File: config.mk
export PLATFORM = sky130hd
export DESIGN_NAME = desc_attr_regs
export DESIGN_NICKNAME = d
export VERILOG_FILES = /design/src/hdl/desc_attr_regs.v
export VERILOG_INCLUDE_DIRS = /design/src /design/src/hdl
export SDC_FILE = /design/constraint.sdc
export NUM_CORES = 1
export LEC_CHECK = 0
export ABC_AREA = 1
export BUFFER_PORTS_ARGS = -buffer_cell sky130_fd_sc_hd__buf_2
export CAP_MARGIN = 20
export CORE_MARGIN = 2
export CORE_UTILIZATION = 40
export DETAILED_ROUTE_END_ITERATION = 12
export PLACE_DENSITY = 0.67
export REMOVE_ABC_BUFFERS = 1
export SLEW_MARGIN = 10
export SYNTH_ARGS = -nofsm -noshare
export SYNTH_HDL_FRONTEND = slang
export SYNTH_SLANG_ARGS = --single-unit
File: constraint.sdc
create_clock -name clk_in -period 3.61 [get_ports clk_in]
set_clock_uncertainty 0.15 [all_clocks]
set_input_delay 0.361 -clock clk_in [delete_from_list [all_inputs] [get_ports clk_in]]
set_output_delay 0.361 -clock clk_in [all_outputs]
set_load 0.02 [all_outputs]
File: src/hdl/desc_attr_regs_defines.vh
// Offsets, field positions, reset values and codes of the attribute register bank.
`ifndef DESC_ATTR_REGS_DEFINES_VH
`define DESC_ATTR_REGS_DEFINES_VH

`define ADDR_W 8
`define OFS_TX_FIFO_PTR 8'h7C
`define OFS_HS_LENGTHS 8'hA0
`define OFS_FS_LENGTHS 8'hA4
`define OFS_STR_LENGTHS_A 8'hA8
`define OFS_EMU_CTRL 8'hC0

`define PTR_W 11
`define RD_PTR_LSB 16
`define WR_PTR_LSB 0
`define PTR_RST 11'h000

`define POLL_MSB 23
`define POLL_LSB 16
`define DEV_MSB 15
`define DEV_LSB 8
`define CFG_MSB 7
`define CFG_LSB 0
`define HS_POLL_RST 8'h04
`define FS_POLL_RST 8'h01
`define LEN_RST 8'h00
`define LEN_W 8
`define RSVD_RST 8'h00
`define STR_MAKER_LSB 0
`define STR_PROD_LSB 8
`define STR_SERIAL_LSB 16
`define STR_CONFIG_LSB 24
`define ATTR_RW_MASK 32'h00FF_FFFF
`define STR_RW_MASK 32'hFFFF_FFFF

`define EMU_SEL_BIT 0
`define PROTECT_BIT 1
`define EEPROM_SEEN_BIT 8

`define RESP_OKAY 2'h0
`define RESP_SLVERR 2'h2

`define REQ_HS_DEV 3'h0
`define REQ_HS_CFG 3'h1
`define REQ_FS_DEV 3'h2
`define REQ_FS_CFG 3'h3
`define REQ_MAKER_STR 3'h4
`define REQ_PROD_STR 3'h5
`define REQ_SERIAL_STR 3'h6
`define REQ_CONFIG_STR 3'h7

`endif

File: src/hdl/desc_attr_regs.v
// Descriptor attribute and transmit FIFO pointer debug registers on AXI4-Lite.
//
// Function
// - Bits 26:16 of the pointer debug register read the live TX FIFO read pointer in DWORDs, zero after reset.
// - Bits 10:0 read the live TX FIFO write pointer in DWORDs, zero after reset, with bits 31:27 and 15:11 reading zero.
// - The attribute registers steer the device only while no EEPROM is fitted and emulation is selected.
// - The attribute registers are guarded by reset protection and keep their contents over a soft reset while it is on.
// - The high-speed register holds a read/write poll interval in bits 23:16 resetting to 04h, bits 31:24 read-only zero.
// - The high-speed register holds read/write device and configuration lengths in bits 15:8 and 7:0 resetting to zero.
// - The full-speed register holds a read/write poll interval in bits 23:16 resetting to 01h, bits 31:24 read-only zero.
// - The full-speed register holds read/write device and configuration lengths in bits 15:8 and 7:0 resetting to zero.
// - The string register holds four read/write byte lengths for configuration, serial, product and maker strings.
//
// Local design decision: the AXI4-Lite register port.
`timescale 1ns/1ps
`default_nettype none
`include "desc_attr_regs_defines.vh"

module desc_attr_regs (
  // Clock and reset.
  input wire clk_in,
  input wire rst_in,
  // Soft reset of the bridge, filtered by reset protection.
  input wire soft_reset_in,
  // AXI4-Lite write address channel.
  input wire s_axi_awvalid_in,
  output reg s_axi_awready_out,
  input wire [`ADDR_W-1:0] s_axi_awaddr_in,
  // AXI4-Lite write data channel.
  input wire s_axi_wvalid_in,
  output reg s_axi_wready_out,
  input wire [31:0] s_axi_wdata_in,
  input wire [3:0] s_axi_wstrb_in,
  // AXI4-Lite write response channel.
  output reg s_axi_bvalid_out,
  input wire s_axi_bready_in,
  output reg [1:0] s_axi_bresp_out,
  // AXI4-Lite read address channel.
  input wire s_axi_arvalid_in,
  output reg s_axi_arready_out,
  input wire [`ADDR_W-1:0] s_axi_araddr_in,
  // AXI4-Lite read data channel.
  output reg s_axi_rvalid_out,
  input wire s_axi_rready_in,
  output reg [31:0] s_axi_rdata_out,
  output reg [1:0] s_axi_rresp_out,
  // Transmit FIFO pointers and EEPROM detection.
  input wire [`PTR_W-1:0] tx_read_pointer_in,
  input wire [`PTR_W-1:0] tx_write_pointer_in,
  input wire eeprom_present_in,
  // Descriptor request from the USB device core.
  input wire desc_req_valid_in,
  input wire [2:0] desc_req_type_in,
  output reg desc_ans_valid_out,
  output reg [7:0] desc_len_out,
  output reg desc_present_out,
  // Settings applied to the USB core.
  output reg emulation_active_out,
  output reg [7:0] high_speed_poll_interval_out,
  output reg [7:0] full_speed_poll_interval_out
);

  ////////////////////////////////////////////////////////////////////////////
  reg [`PTR_W-1:0] rd_ptr_q;
  reg [`PTR_W-1:0] wr_ptr_q;
  reg [31:0] hs_q;
  reg [31:0] fs_q;
  reg [31:0] str_q;
  reg emu_sel_q;
  reg protect_q;
  reg eeprom_q;
  reg aw_full_q;
  reg w_full_q;
  reg [`ADDR_W-1:0] aw_addr_q;
  reg [31:0] w_data_q;
  reg [3:0] w_strb_q;

  wire aw_take;
  wire w_take;
  wire ar_take;
  wire do_write;
  wire b_done;
  wire r_done;
  wire emu_active;
  wire [31:0] byte_mask;
  wire [31:0] wdata_m;
  wire attr_clear;

  assign aw_take = s_axi_awvalid_in & s_axi_awready_out;
  assign w_take = s_axi_wvalid_in & s_axi_wready_out;
  assign ar_take = s_axi_arvalid_in & s_axi_arready_out;
  assign do_write = aw_full_q & w_full_q & ~s_axi_bvalid_out;
  assign b_done = s_axi_bvalid_out & s_axi_bready_in;
  assign r_done = s_axi_rvalid_out & s_axi_rready_in;
  // A soft reset clears the attributes only when protection is off.
  assign attr_clear = soft_reset_in & ~protect_q;
  // The attributes count only with no EEPROM and emulation selected.
  assign emu_active = emu_sel_q & ~eeprom_q;

  genvar gi;
  generate
    for (gi = 0; gi < 4; gi = gi + 1)
    begin : g_lane
      assign byte_mask[8*gi+7:8*gi] = {8{w_strb_q[gi]}};
    end
  endgenerate
  assign wdata_m = w_data_q & byte_mask;

  ////////////////////////////////////////////////////////////////////////////
  // Pointer and EEPROM samples; the live values change every cycle.
  always @(posedge clk_in)
  begin
    if (rst_in)
    begin
      rd_ptr_q <= `PTR_RST;
      wr_ptr_q <= `PTR_RST;
      eeprom_q <= 1'b0;
    end
    else
    begin
      rd_ptr_q <= tx_read_pointer_in;
      wr_ptr_q <= tx_write_pointer_in;
      eeprom_q <= eeprom_present_in;
    end
  end

  ////////////////////////////////////////////////////////////////////////////
  // Write channels: address and data are held independently until both are in.
  always @(posedge clk_in)
  begin
    if (rst_in)
    begin
      aw_full_q <= 1'b0;
      w_full_q <= 1'b0;
      aw_addr_q <= {`ADDR_W{1'b0}};
      w_data_q <= 32'h0000_0000;
      w_strb_q <= 4'h0;
      s_axi_awready_out <= 1'b0;
      s_axi_wready_out <= 1'b0;
      s_axi_bvalid_out <= 1'b0;
      s_axi_bresp_out <= `RESP_OKAY;
    end
    else
    begin
      if (aw_take)
      begin
        aw_full_q <= 1'b1;
        aw_addr_q <= s_axi_awaddr_in;
      end
      else if (b_done)
        aw_full_q <= 1'b0;
      if (w_take)
      begin
        w_full_q <= 1'b1;
        w_data_q <= s_axi_wdata_in;
        w_strb_q <= s_axi_wstrb_in;
      end
      else if (b_done)
        w_full_q <= 1'b0;
      s_axi_awready_out <= ~aw_full_q & ~aw_take & ~s_axi_bvalid_out;
      s_axi_wready_out <= ~w_full_q & ~w_take & ~s_axi_bvalid_out;
      if (do_write)
      begin
        s_axi_bvalid_out <= 1'b1;
        case (aw_addr_q)
          `OFS_HS_LENGTHS, `OFS_FS_LENGTHS, `OFS_STR_LENGTHS_A,
          `OFS_EMU_CTRL, `OFS_TX_FIFO_PTR:
            s_axi_bresp_out <= `RESP_OKAY;
          default:
            s_axi_bresp_out <= `RESP_SLVERR;
        endcase
      end
      else if (b_done)
        s_axi_bvalid_out <= 1'b0;
    end
  end

  ////////////////////////////////////////////////////////////////////////////
  // Attribute and control registers; reserved bits are masked off on write.
  always @(posedge clk_in)
  begin
    if (rst_in | attr_clear)
    begin
      hs_q <= {`RSVD_RST, `HS_POLL_RST, `LEN_RST, `LEN_RST};
      fs_q <= {`RSVD_RST, `FS_POLL_RST, `LEN_RST, `LEN_RST};
      str_q <= {`LEN_RST, `LEN_RST, `LEN_RST, `LEN_RST};
    end
    else if (do_write)
    begin
      // Lengths other than zero or 12h are stored as written; policing
      // them would hide a driver fault rather than fix it.
      if (aw_addr_q == `OFS_HS_LENGTHS)
        hs_q <= ((hs_q & ~byte_mask) | wdata_m) & `ATTR_RW_MASK;
      if (aw_addr_q == `OFS_FS_LENGTHS)
        fs_q <= ((fs_q & ~byte_mask) | wdata_m) & `ATTR_RW_MASK;
      if (aw_addr_q == `OFS_STR_LENGTHS_A)
        str_q <= ((str_q & ~byte_mask) | wdata_m) & `STR_RW_MASK;
    end
  end

  always @(posedge clk_in)
  begin
    if (rst_in)
    begin
      emu_sel_q <= 1'b0;
      protect_q <= 1'b0;
    end
    else if (do_write && aw_addr_q == `OFS_EMU_CTRL && w_strb_q[0])
    begin
      emu_sel_q <= w_data_q[`EMU_SEL_BIT];
      protect_q <= w_data_q[`PROTECT_BIT];
    end
  end

  ////////////////////////////////////////////////////////////////////////////
  // Read channel: data is registered on the edge that takes the address.
  reg [31:0] rd_mux;
  reg rd_hit;

  always @*
  begin
    rd_mux = 32'h0000_0000;
    rd_hit = 1'b1;
    case (s_axi_araddr_in)
      `OFS_TX_FIFO_PTR:
      begin
        rd_mux[`RD_PTR_LSB+`PTR_W-1:`RD_PTR_LSB] = rd_ptr_q;
        rd_mux[`WR_PTR_LSB+`PTR_W-1:`WR_PTR_LSB] = wr_ptr_q;
      end
      `OFS_HS_LENGTHS:
        rd_mux = hs_q;
      `OFS_FS_LENGTHS:
        rd_mux = fs_q;
      `OFS_STR_LENGTHS_A:
        rd_mux = str_q;
      `OFS_EMU_CTRL:
      begin
        rd_mux[`EMU_SEL_BIT] = emu_sel_q;
        rd_mux[`PROTECT_BIT] = protect_q;
        rd_mux[`EEPROM_SEEN_BIT] = eeprom_q;
      end
      default:
        rd_hit = 1'b0;
    endcase
  end

  always @(posedge clk_in)
  begin
    if (rst_in)
    begin
      s_axi_arready_out <= 1'b0;
      s_axi_rvalid_out <= 1'b0;
      s_axi_rdata_out <= 32'h0000_0000;
      s_axi_rresp_out <= `RESP_OKAY;
    end
    else
    begin
      s_axi_arready_out <= ~ar_take & ~(s_axi_rvalid_out & ~s_axi_rready_in);
      if (ar_take)
      begin
        s_axi_rvalid_out <= 1'b1;
        s_axi_rdata_out <= rd_mux;
        s_axi_rresp_out <= rd_hit ? `RESP_OKAY : `RESP_SLVERR;
      end
      else if (r_done)
        s_axi_rvalid_out <= 1'b0;
    end
  end

  ////////////////////////////////////////////////////////////////////////////
  // Descriptor length lookup for the USB core.
  reg [7:0] req_len;

  always @*
  begin
    req_len = `LEN_RST;
    case (desc_req_type_in)
      `REQ_HS_DEV:
        req_len = hs_q[`DEV_MSB:`DEV_LSB];
      `REQ_HS_CFG:
        req_len = hs_q[`CFG_MSB:`CFG_LSB];
      `REQ_FS_DEV:
        req_len = fs_q[`DEV_MSB:`DEV_LSB];
      `REQ_FS_CFG:
        req_len = fs_q[`CFG_MSB:`CFG_LSB];
      `REQ_MAKER_STR:
        req_len = str_q[`STR_MAKER_LSB +: `LEN_W];
      `REQ_PROD_STR:
        req_len = str_q[`STR_PROD_LSB +: `LEN_W];
      `REQ_SERIAL_STR:
        req_len = str_q[`STR_SERIAL_LSB +: `LEN_W];
      `REQ_CONFIG_STR:
        req_len = str_q[`STR_CONFIG_LSB +: `LEN_W];
      default:
        req_len = `LEN_RST;
    endcase
  end

  always @(posedge clk_in)
  begin
    if (rst_in)
    begin
      desc_ans_valid_out <= 1'b0;
      desc_len_out <= `LEN_RST;
      desc_present_out <= 1'b0;
      emulation_active_out <= 1'b0;
      high_speed_poll_interval_out <= `LEN_RST;
      full_speed_poll_interval_out <= `LEN_RST;
    end
    else
    begin
      desc_ans_valid_out <= desc_req_valid_in;
      if (desc_req_valid_in)
      begin
        // Without emulation every length reads zero, so nothing is served.
        desc_len_out <= emu_active ? req_len : `LEN_RST;
        desc_present_out <= emu_active && (req_len != `LEN_RST);
      end
      emulation_active_out <= emu_active;
      high_speed_poll_interval_out <=
        emu_active ? hs_q[`POLL_MSB:`POLL_LSB] : `LEN_RST;
      full_speed_poll_interval_out <=
        emu_active ? fs_q[`POLL_MSB:`POLL_LSB] : `LEN_RST;
    end
  end

endmodule

`default_nettype wire

==> impl_metrics.csv, run 1 <==
group,metric,value,unit
power,pwr-share-comb,7.0,%
worst_setup_path,max_stage_delay,0.67,ns
sta,hold_violations,0,
worst_setup_path,cp.arrival,2.73,ns
cells_and_area,area_growth,26.96,%
min_path,min_delay_path_depth,3,
worst_setup_path,start_kind,"flop",
synth,async_reset_ff_share,0,%
run_status,status,"complete, no violations",
synth,synth_cell_types,32,
drt,drtAntennaViolNets,0,
clock_tree,clock_latency,0.51,ns
placed_design,io_buffers,152,
floorplanning,initial_core_util,40.56,%
drt,vias_per_cell,5.012,
floorplanning,die_x,152.3,um
clock_tree,root_buffer,"clkbuf_16",
synth,synth.top_cell.area_share,49.39,%
synth,synth_top_flop_cell,"dfxtp_1",
synth,syn_area,0.008796,sq mm
synth,ys_top_cells_by_count,"dfxtp_1, nor2_1, nand2_1",
floorplanning,dieHeight,152.3,um
grt,track_usage,21.61,%
grt,grt_max_degree,56,
worst_setup_path,r2r_cells,6,
power,p_int,4.241,mW
sta,period_share,68.27,%
synth,syn_inst,1157,
drt,drc,0,
grt,grt_pass1_wl,41100,um
worst_setup_path,slowest_stage,"clkinv_1",
floorplanning,io_pins,155,
synth,yosysWarnings,0,
cells_and_area,drive_above_1_share,17.42,%
power,power.total,5.473,mW
min_path,hold_class,"input pin to flop",
power,vdd_drop_max,0.0003309,V
power,p_leak,4.711,nW
sta,fmax,405.8,MHz
clock_tree,cts.clk_slew.worst_paths,0.06,ns
cells_and_area,fill_cells,2140,
worst_setup_path,crit_chain,"inv_1, a21oi_2, buf_4, clkinv_1, buf_4, a211oi_1",
drt,wl_per_cell,15.68,um
drt,drt_first_iter_violations,620,
flow_run,cap_violations,0,
sta,finalCriticalPeriod,2.464,ns
drt,first_pass_iters,5,
floorplanning,core_area,0.02169,sq mm
cells_and_area,fin_nets,1435,
sta,finalSetupViolCount,0,
min_path,holdPathEnd,"w_data_q[27]",
cells_and_area,antennaDiodeCount,0,
clock_tree,ctsHtreeMaxLevel,1,
synth,synth_most_common_cell,"dfxtp_1",
sta,timing.final.ws_setup,1.146,ns
placed_design,preCtsSetupSlack,1.075,ns
sta,fin_tns_setup,0,ns
clock_tree,cts_buffers,24,
sta,tightest_slew,0.9270,ns
power,power.density,490.1,mW/mm^2
synth,synth.largest_area_cell,"dfxtp_1",
worst_setup_path,rrSetupSlack,1.15,ns
synth,synth_seq_cells,217,
synth,synth-edff-count,0,
worst_setup_path,cp_common_cell,"buf_4",
floorplanning,die_area,0.02319,sq mm
power,p_switching,1.232,mW
power,power_frac_seq,45.6,%
clock_tree,cts.sinks,217,
drt,totalWireLength,25810,um
synth,synthTopCellsByArea,"dfxtp_1, nor2_1, nand2_1, o21ai_0, a21oi_1",
placed_design,gp_congestion,0.8924,
worst_setup_path,critical_path_class,"flop to flop",
floorplanning,num_rows,54,
worst_setup_path,crit_path_end_kind,"flop",
worst_setup_path,worstPathRequired,3.88,ns
sta,maxSlewHeadroom,37.73,%
grt,antenna_found_initial,0,
sta,rsz0062_at_grt,"no",
clock_tree,cts_max_path_buffers,3,
grt,grt_overflow,0,
min_path,min-delay-start,"s_axi_wdata_in[27]",
synth,seq_area_frac_synth,49.39,%
synth,post_synth.cell_area_avg,7.602,sq um
worst_setup_path,crit-reg2reg-launch,"protect_q",
drt,routed-via-count,8250,
worst_setup_path,path_max_fanout,37,
placed_design,hpwl,17690,um
clock_tree,cts_tree,"built",
grt,grt_pass1_vias,7678,
power,pwr-share-clk,47.4,%
power,switching_share,22.51,%
sta,slew_viol_final,0,
==> per-stage QoR <==
stage          utilization, %  hold slack (ns)  instance area, sq um  cells
3_5_place_dp            44.70           0.2986                  9696   1540
4_1_cts                 51.49         0.003681                 11170   1646
2_1_floorplan               -           0.2697                  8507   1098
6_report                51.49         0.005511                 11170   1646
3_3_place_gp            44.70           0.2883                  9696   1540
5_1_grt                 51.49          0.02924                 11170   1646
==> final cells by class <==
type	instances	area, sq um	area share, %
Clock inverter	8	143.9	1.289
Tap cell	280	350.3	3.137
Sequential cell	217	4344	38.90
Timing Repair Buffer	224	1456	13.04
Inverter	127	479.2	4.291
Multi-Input combinational cell	754	3686	33.01
Clock buffer	36	706.9	6.331
==> cell usage in the layout (no fill, tap or decap), drive strengths merged <==
master and instances:
clkinv 7, a211oi 45, nand2 180, dfxtp 217, bufinv 4, o221ai 4
or2 1, nand3 31, nand4 45, buf 162, a21oi 90, clkbuf 36
dlygate4sd3 62, nor3 4, nor2 207, inv 124, o21ai 123, o211ai 6
o22ai 9, nor4 7, conb 2
==> critical path, delay by kind of cell (launching register included) <==
family	cells	cell delay [ns]
buffers and inverters	4	1.54
AO/OA/AOI/OAI	2	0.36
flip-flops	1	0.33
==> cells by family (layout without fill, tap and decap cells) <==
kind of cell	count (synthesis)	after routing	synth area share, %
DFF	217	217	49.39
buffers and inverters	187	395	8.777
and+or+nand+nor	475	475	24.01
AOI/OAI and AO/OA	277	277	17.78
other	1	2	0.04263
==> worst max-delay path by stage <==
stage,start,to,slack (ns),cells past startpoint
after floorplan,protect_q,flop,1.03,4
after CTS,protect_q,flop,1.16,6
final,protect_q,flop,1.15,6
after global routing,protect_q,flop,0.96,6
after detailed placement,soft_reset_in,flop,1.07,6
after global placement,soft_reset_in,flop,1.10,6
==> routing by layer <==
layer  vias to the layer above  global-route usage [%]  share of wire [%]  wire length, um
met5                         -                       0                  0                0
met4                         0                   4.762                1.8              471
met3                        42                   2.617                5.0             1293
met1                      3795                   30.50                 48            12310
met2                       217                   35.61                 45            11740
li1                       4196                       -                  -                -
==> timing repair <==
item / CTS / global route
hold buffers: 62 / 0
buffers inserted: 0 / 0
resized for setup: 0 / 0
hold endpoints to repair: 62 / 0
==> power groups by stage <==
stage	Sequential (mW)	Clock, mW	Combinational (mW)
4_1_cts	2.49	2.65	0.386
2_1_floorplan	2.55	0	0.165
3_3_place_gp	2.55	0	0.331
5_1_grt	2.50	2.73	0.430
3_5_place_dp	2.55	0	0.334
6_report	2.49	2.59	0.386
Power figures use the tool's default switching activity.
==> inputs of run 2 (changes only) <==
==> constraint.sdc (replaced) <==
create_clock -name clk_in -period 2.5 [get_ports clk_in]
set_clock_uncertainty 0.15 [all_clocks]
set_input_delay 0.25 -clock clk_in [delete_from_list [all_inputs] [get_ports clk_in]]
set_output_delay 0.25 -clock clk_in [all_outputs]
set_load 0.02 [all_outputs]
==> run 2 against run 1 <==
  * Total power increased by 37%
  * Largest power group is now sequential cells
  * Fmax increased by 34%
  * Worst setup slack got worse by 0.49 ns
  * Count of clock-buffer cells in the layout increased by 1
  * Sequential power up 45%
  * Flip-flop and latch count unchanged
==> impl_metrics.csv, run 2 (synthesis gave the netlist of run 1 again) <==
group,metric,value,unit
clock_tree,clock_latency,0.52,ns
placed_design,gp_congestion,0.9578,
sta,slew_viol_final,0,
min_path,hold_class,"input pin to flop",
drt,totalWireLength,25820,um
run_status,status,"complete, no violations",
cells_and_area,fill_cells,2131,
cells_and_area,layout_common_cells,"dfxtp_1, nor2_1, nand2_1, buf_2, inv_1",
worst_setup_path,crit-reg2reg-launch,"aw_addr_q[7]",
floorplanning,io_pins,155,
worst_setup_path,path_max_fanout,9,
drt,first_pass_iters,5,
floorplanning,core_area,0.02169,sq mm
clock_tree,ctsHtreeMaxLevel,1,
grt,track_usage,21.59,%
clock_tree,cts.sinks,217,
sta,rsz0062_at_grt,"no",
sta,period_share,73.78,%
min_path,min-delay-start,"s_axi_wvalid_in",
floorplanning,die_x,152.3,um
worst_setup_path,worstPathRequired,2.77,ns
worst_setup_path,start_kind,"flop",
sta,finalSetupViolCount,0,
placed_design,io_buffers,152,
sta,maxSlewHeadroom,61.15,%
clock_tree,cts.clk_slew.worst_paths,0.06,ns
drt,drt_first_iter_violations,579,
worst_setup_path,cp.arrival,2.11,ns
clock_tree,post_cts_resize_count,0,
placed_design,hpwl,18150,um
placed_design,placed_cells,1553,
power,power.density,664.3,mW/mm^2
grt,grt_pass1_wl,40970,um
clock_tree,cts_buffers,24,
cells_and_area,area_growth,28.38,%
cells_and_area,drive_above_1_share,17.88,%
power,p_leak,4.780,nW
sta,fmax,542.2,MHz
clock_tree,cts_tree,"built",
clock_tree,root_buffer,"clkbuf_16",
drt,drc,0,
sta,tightest_slew,0.5807,ns
grt,grt_pass1_vias,7794,
worst_setup_path,r2r_cells,8,
floorplanning,die_area,0.02319,sq mm
drt,drtAntennaViolNets,0,
cells_and_area,fin_nets,1460,
drt,wl_per_cell,15.49,um
grt,grt_overflow,0,
power,power.total,7.502,mW
worst_setup_path,crit_path_end_kind,"flop",
cells_and_area,ff_latch_area,0.004344,sq mm
sta,hold_violations,0,
floorplanning,num_rows,54,
sta,fin_tns_setup,0,ns
drt,routed-via-count,8310,
drt,vias_per_cell,4.985,
floorplanning,initial_core_util,40.56,%
min_path,holdPathEnd,"w_data_q[29]",
cells_and_area,final_common_cell,"dfxtp_1",
floorplanning,dieHeight,152.3,um
grt,antenna_found_initial,0,
sta,finalCriticalPeriod,1.844,ns
cells_and_area,antennaDiodeCount,0,
cells_and_area,final_cells,1667,
min_path,min_delay_path_depth,5,
worst_setup_path,critical_path_class,"flop to flop",
cells_and_area,multi_input_area,0.003686,sq mm
grt,grt_max_degree,56,
flow_run,cap_violations,0,
worst_setup_path,rrSetupSlack,0.66,ns
clock_tree,cts_max_path_buffers,3,
power,vdd_drop_max,0.0003791,V
run 2: metrics by stage:
step / hold slack, ns / utilization (%) / instance area [sq um] / setup WS (ns)
2_1_floorplan: 0.1691 / - / 8507 / -0.08252
3_3_place_gp: 0.2898 / 45.21 / 9806 / 0.4368
3_5_place_dp: 0.2974 / 45.21 / 9806 / 0.3985
4_1_cts: 0.05809 / 52.07 / 11290 / 0.6255
5_1_grt: 0.07612 / 52.07 / 11290 / 0.4170
6_report: 0.05633 / 52.07 / 11290 / 0.6556
run 2: area by class of cell:
class,count,area share (%)
well taps,280,3.102
inverters,127,4.244
clock inverters,3,0.2327
repair buffers,249,14.94
multi-input cells,754,32.64
flip-flops and latches,217,38.47
clock buffers,37,6.371
run 2: where the power goes:
group	internal [mW]	switching, mW	total [mW]	leakage (nW)
clock	1.96	1.36	3.32	0.368
combinational	0.229	0.349	0.578	2.65
sequential	3.55	0.0483	3.60	1.76
run 2: repair_timing:
action                    in CTS  in global routing
hold endpoints to repair      77                  0
setup buffers                  0                  0
hold buffers                  74                  0
run 2: worst max-delay path, cell delays in order, from the launching register on:
cell,delay [ns]
dfxtp_1,0.34
inv_2,0.05
nor2_2,0.11
nand3_2,0.16
inv_1,0.13
nand3_2,0.13
nor2_4,0.23
inv_1,0.19
a211oi_1,0.25
run 2: per-layer routing:
metal,vias up,GRT usage (%),routed length (um)
li1,4245,-,-
met5,-,0,0
met1,3801,30.61,12180
met3,37,2.617,1465
met4,0,5.251,505
met2,227,35.18,11670
run 2: how the worst max path moves through the flow:
stage / from / to / slack (ns) / cells past startpoint
floorplan: protect_q / flop / -0.08 / 4
global placement: s_axi_araddr_in[1] / s_axi_rdata_out[9] / 0.44 / 8
detailed placement: s_axi_araddr_in[4] / s_axi_rdata_out[9] / 0.40 / 9
CTS: aw_addr_q[7] / flop / 0.63 / 8
global route: aw_addr_q[7] / flop / 0.42 / 9
finish: aw_addr_q[7] / flop / 0.66 / 8
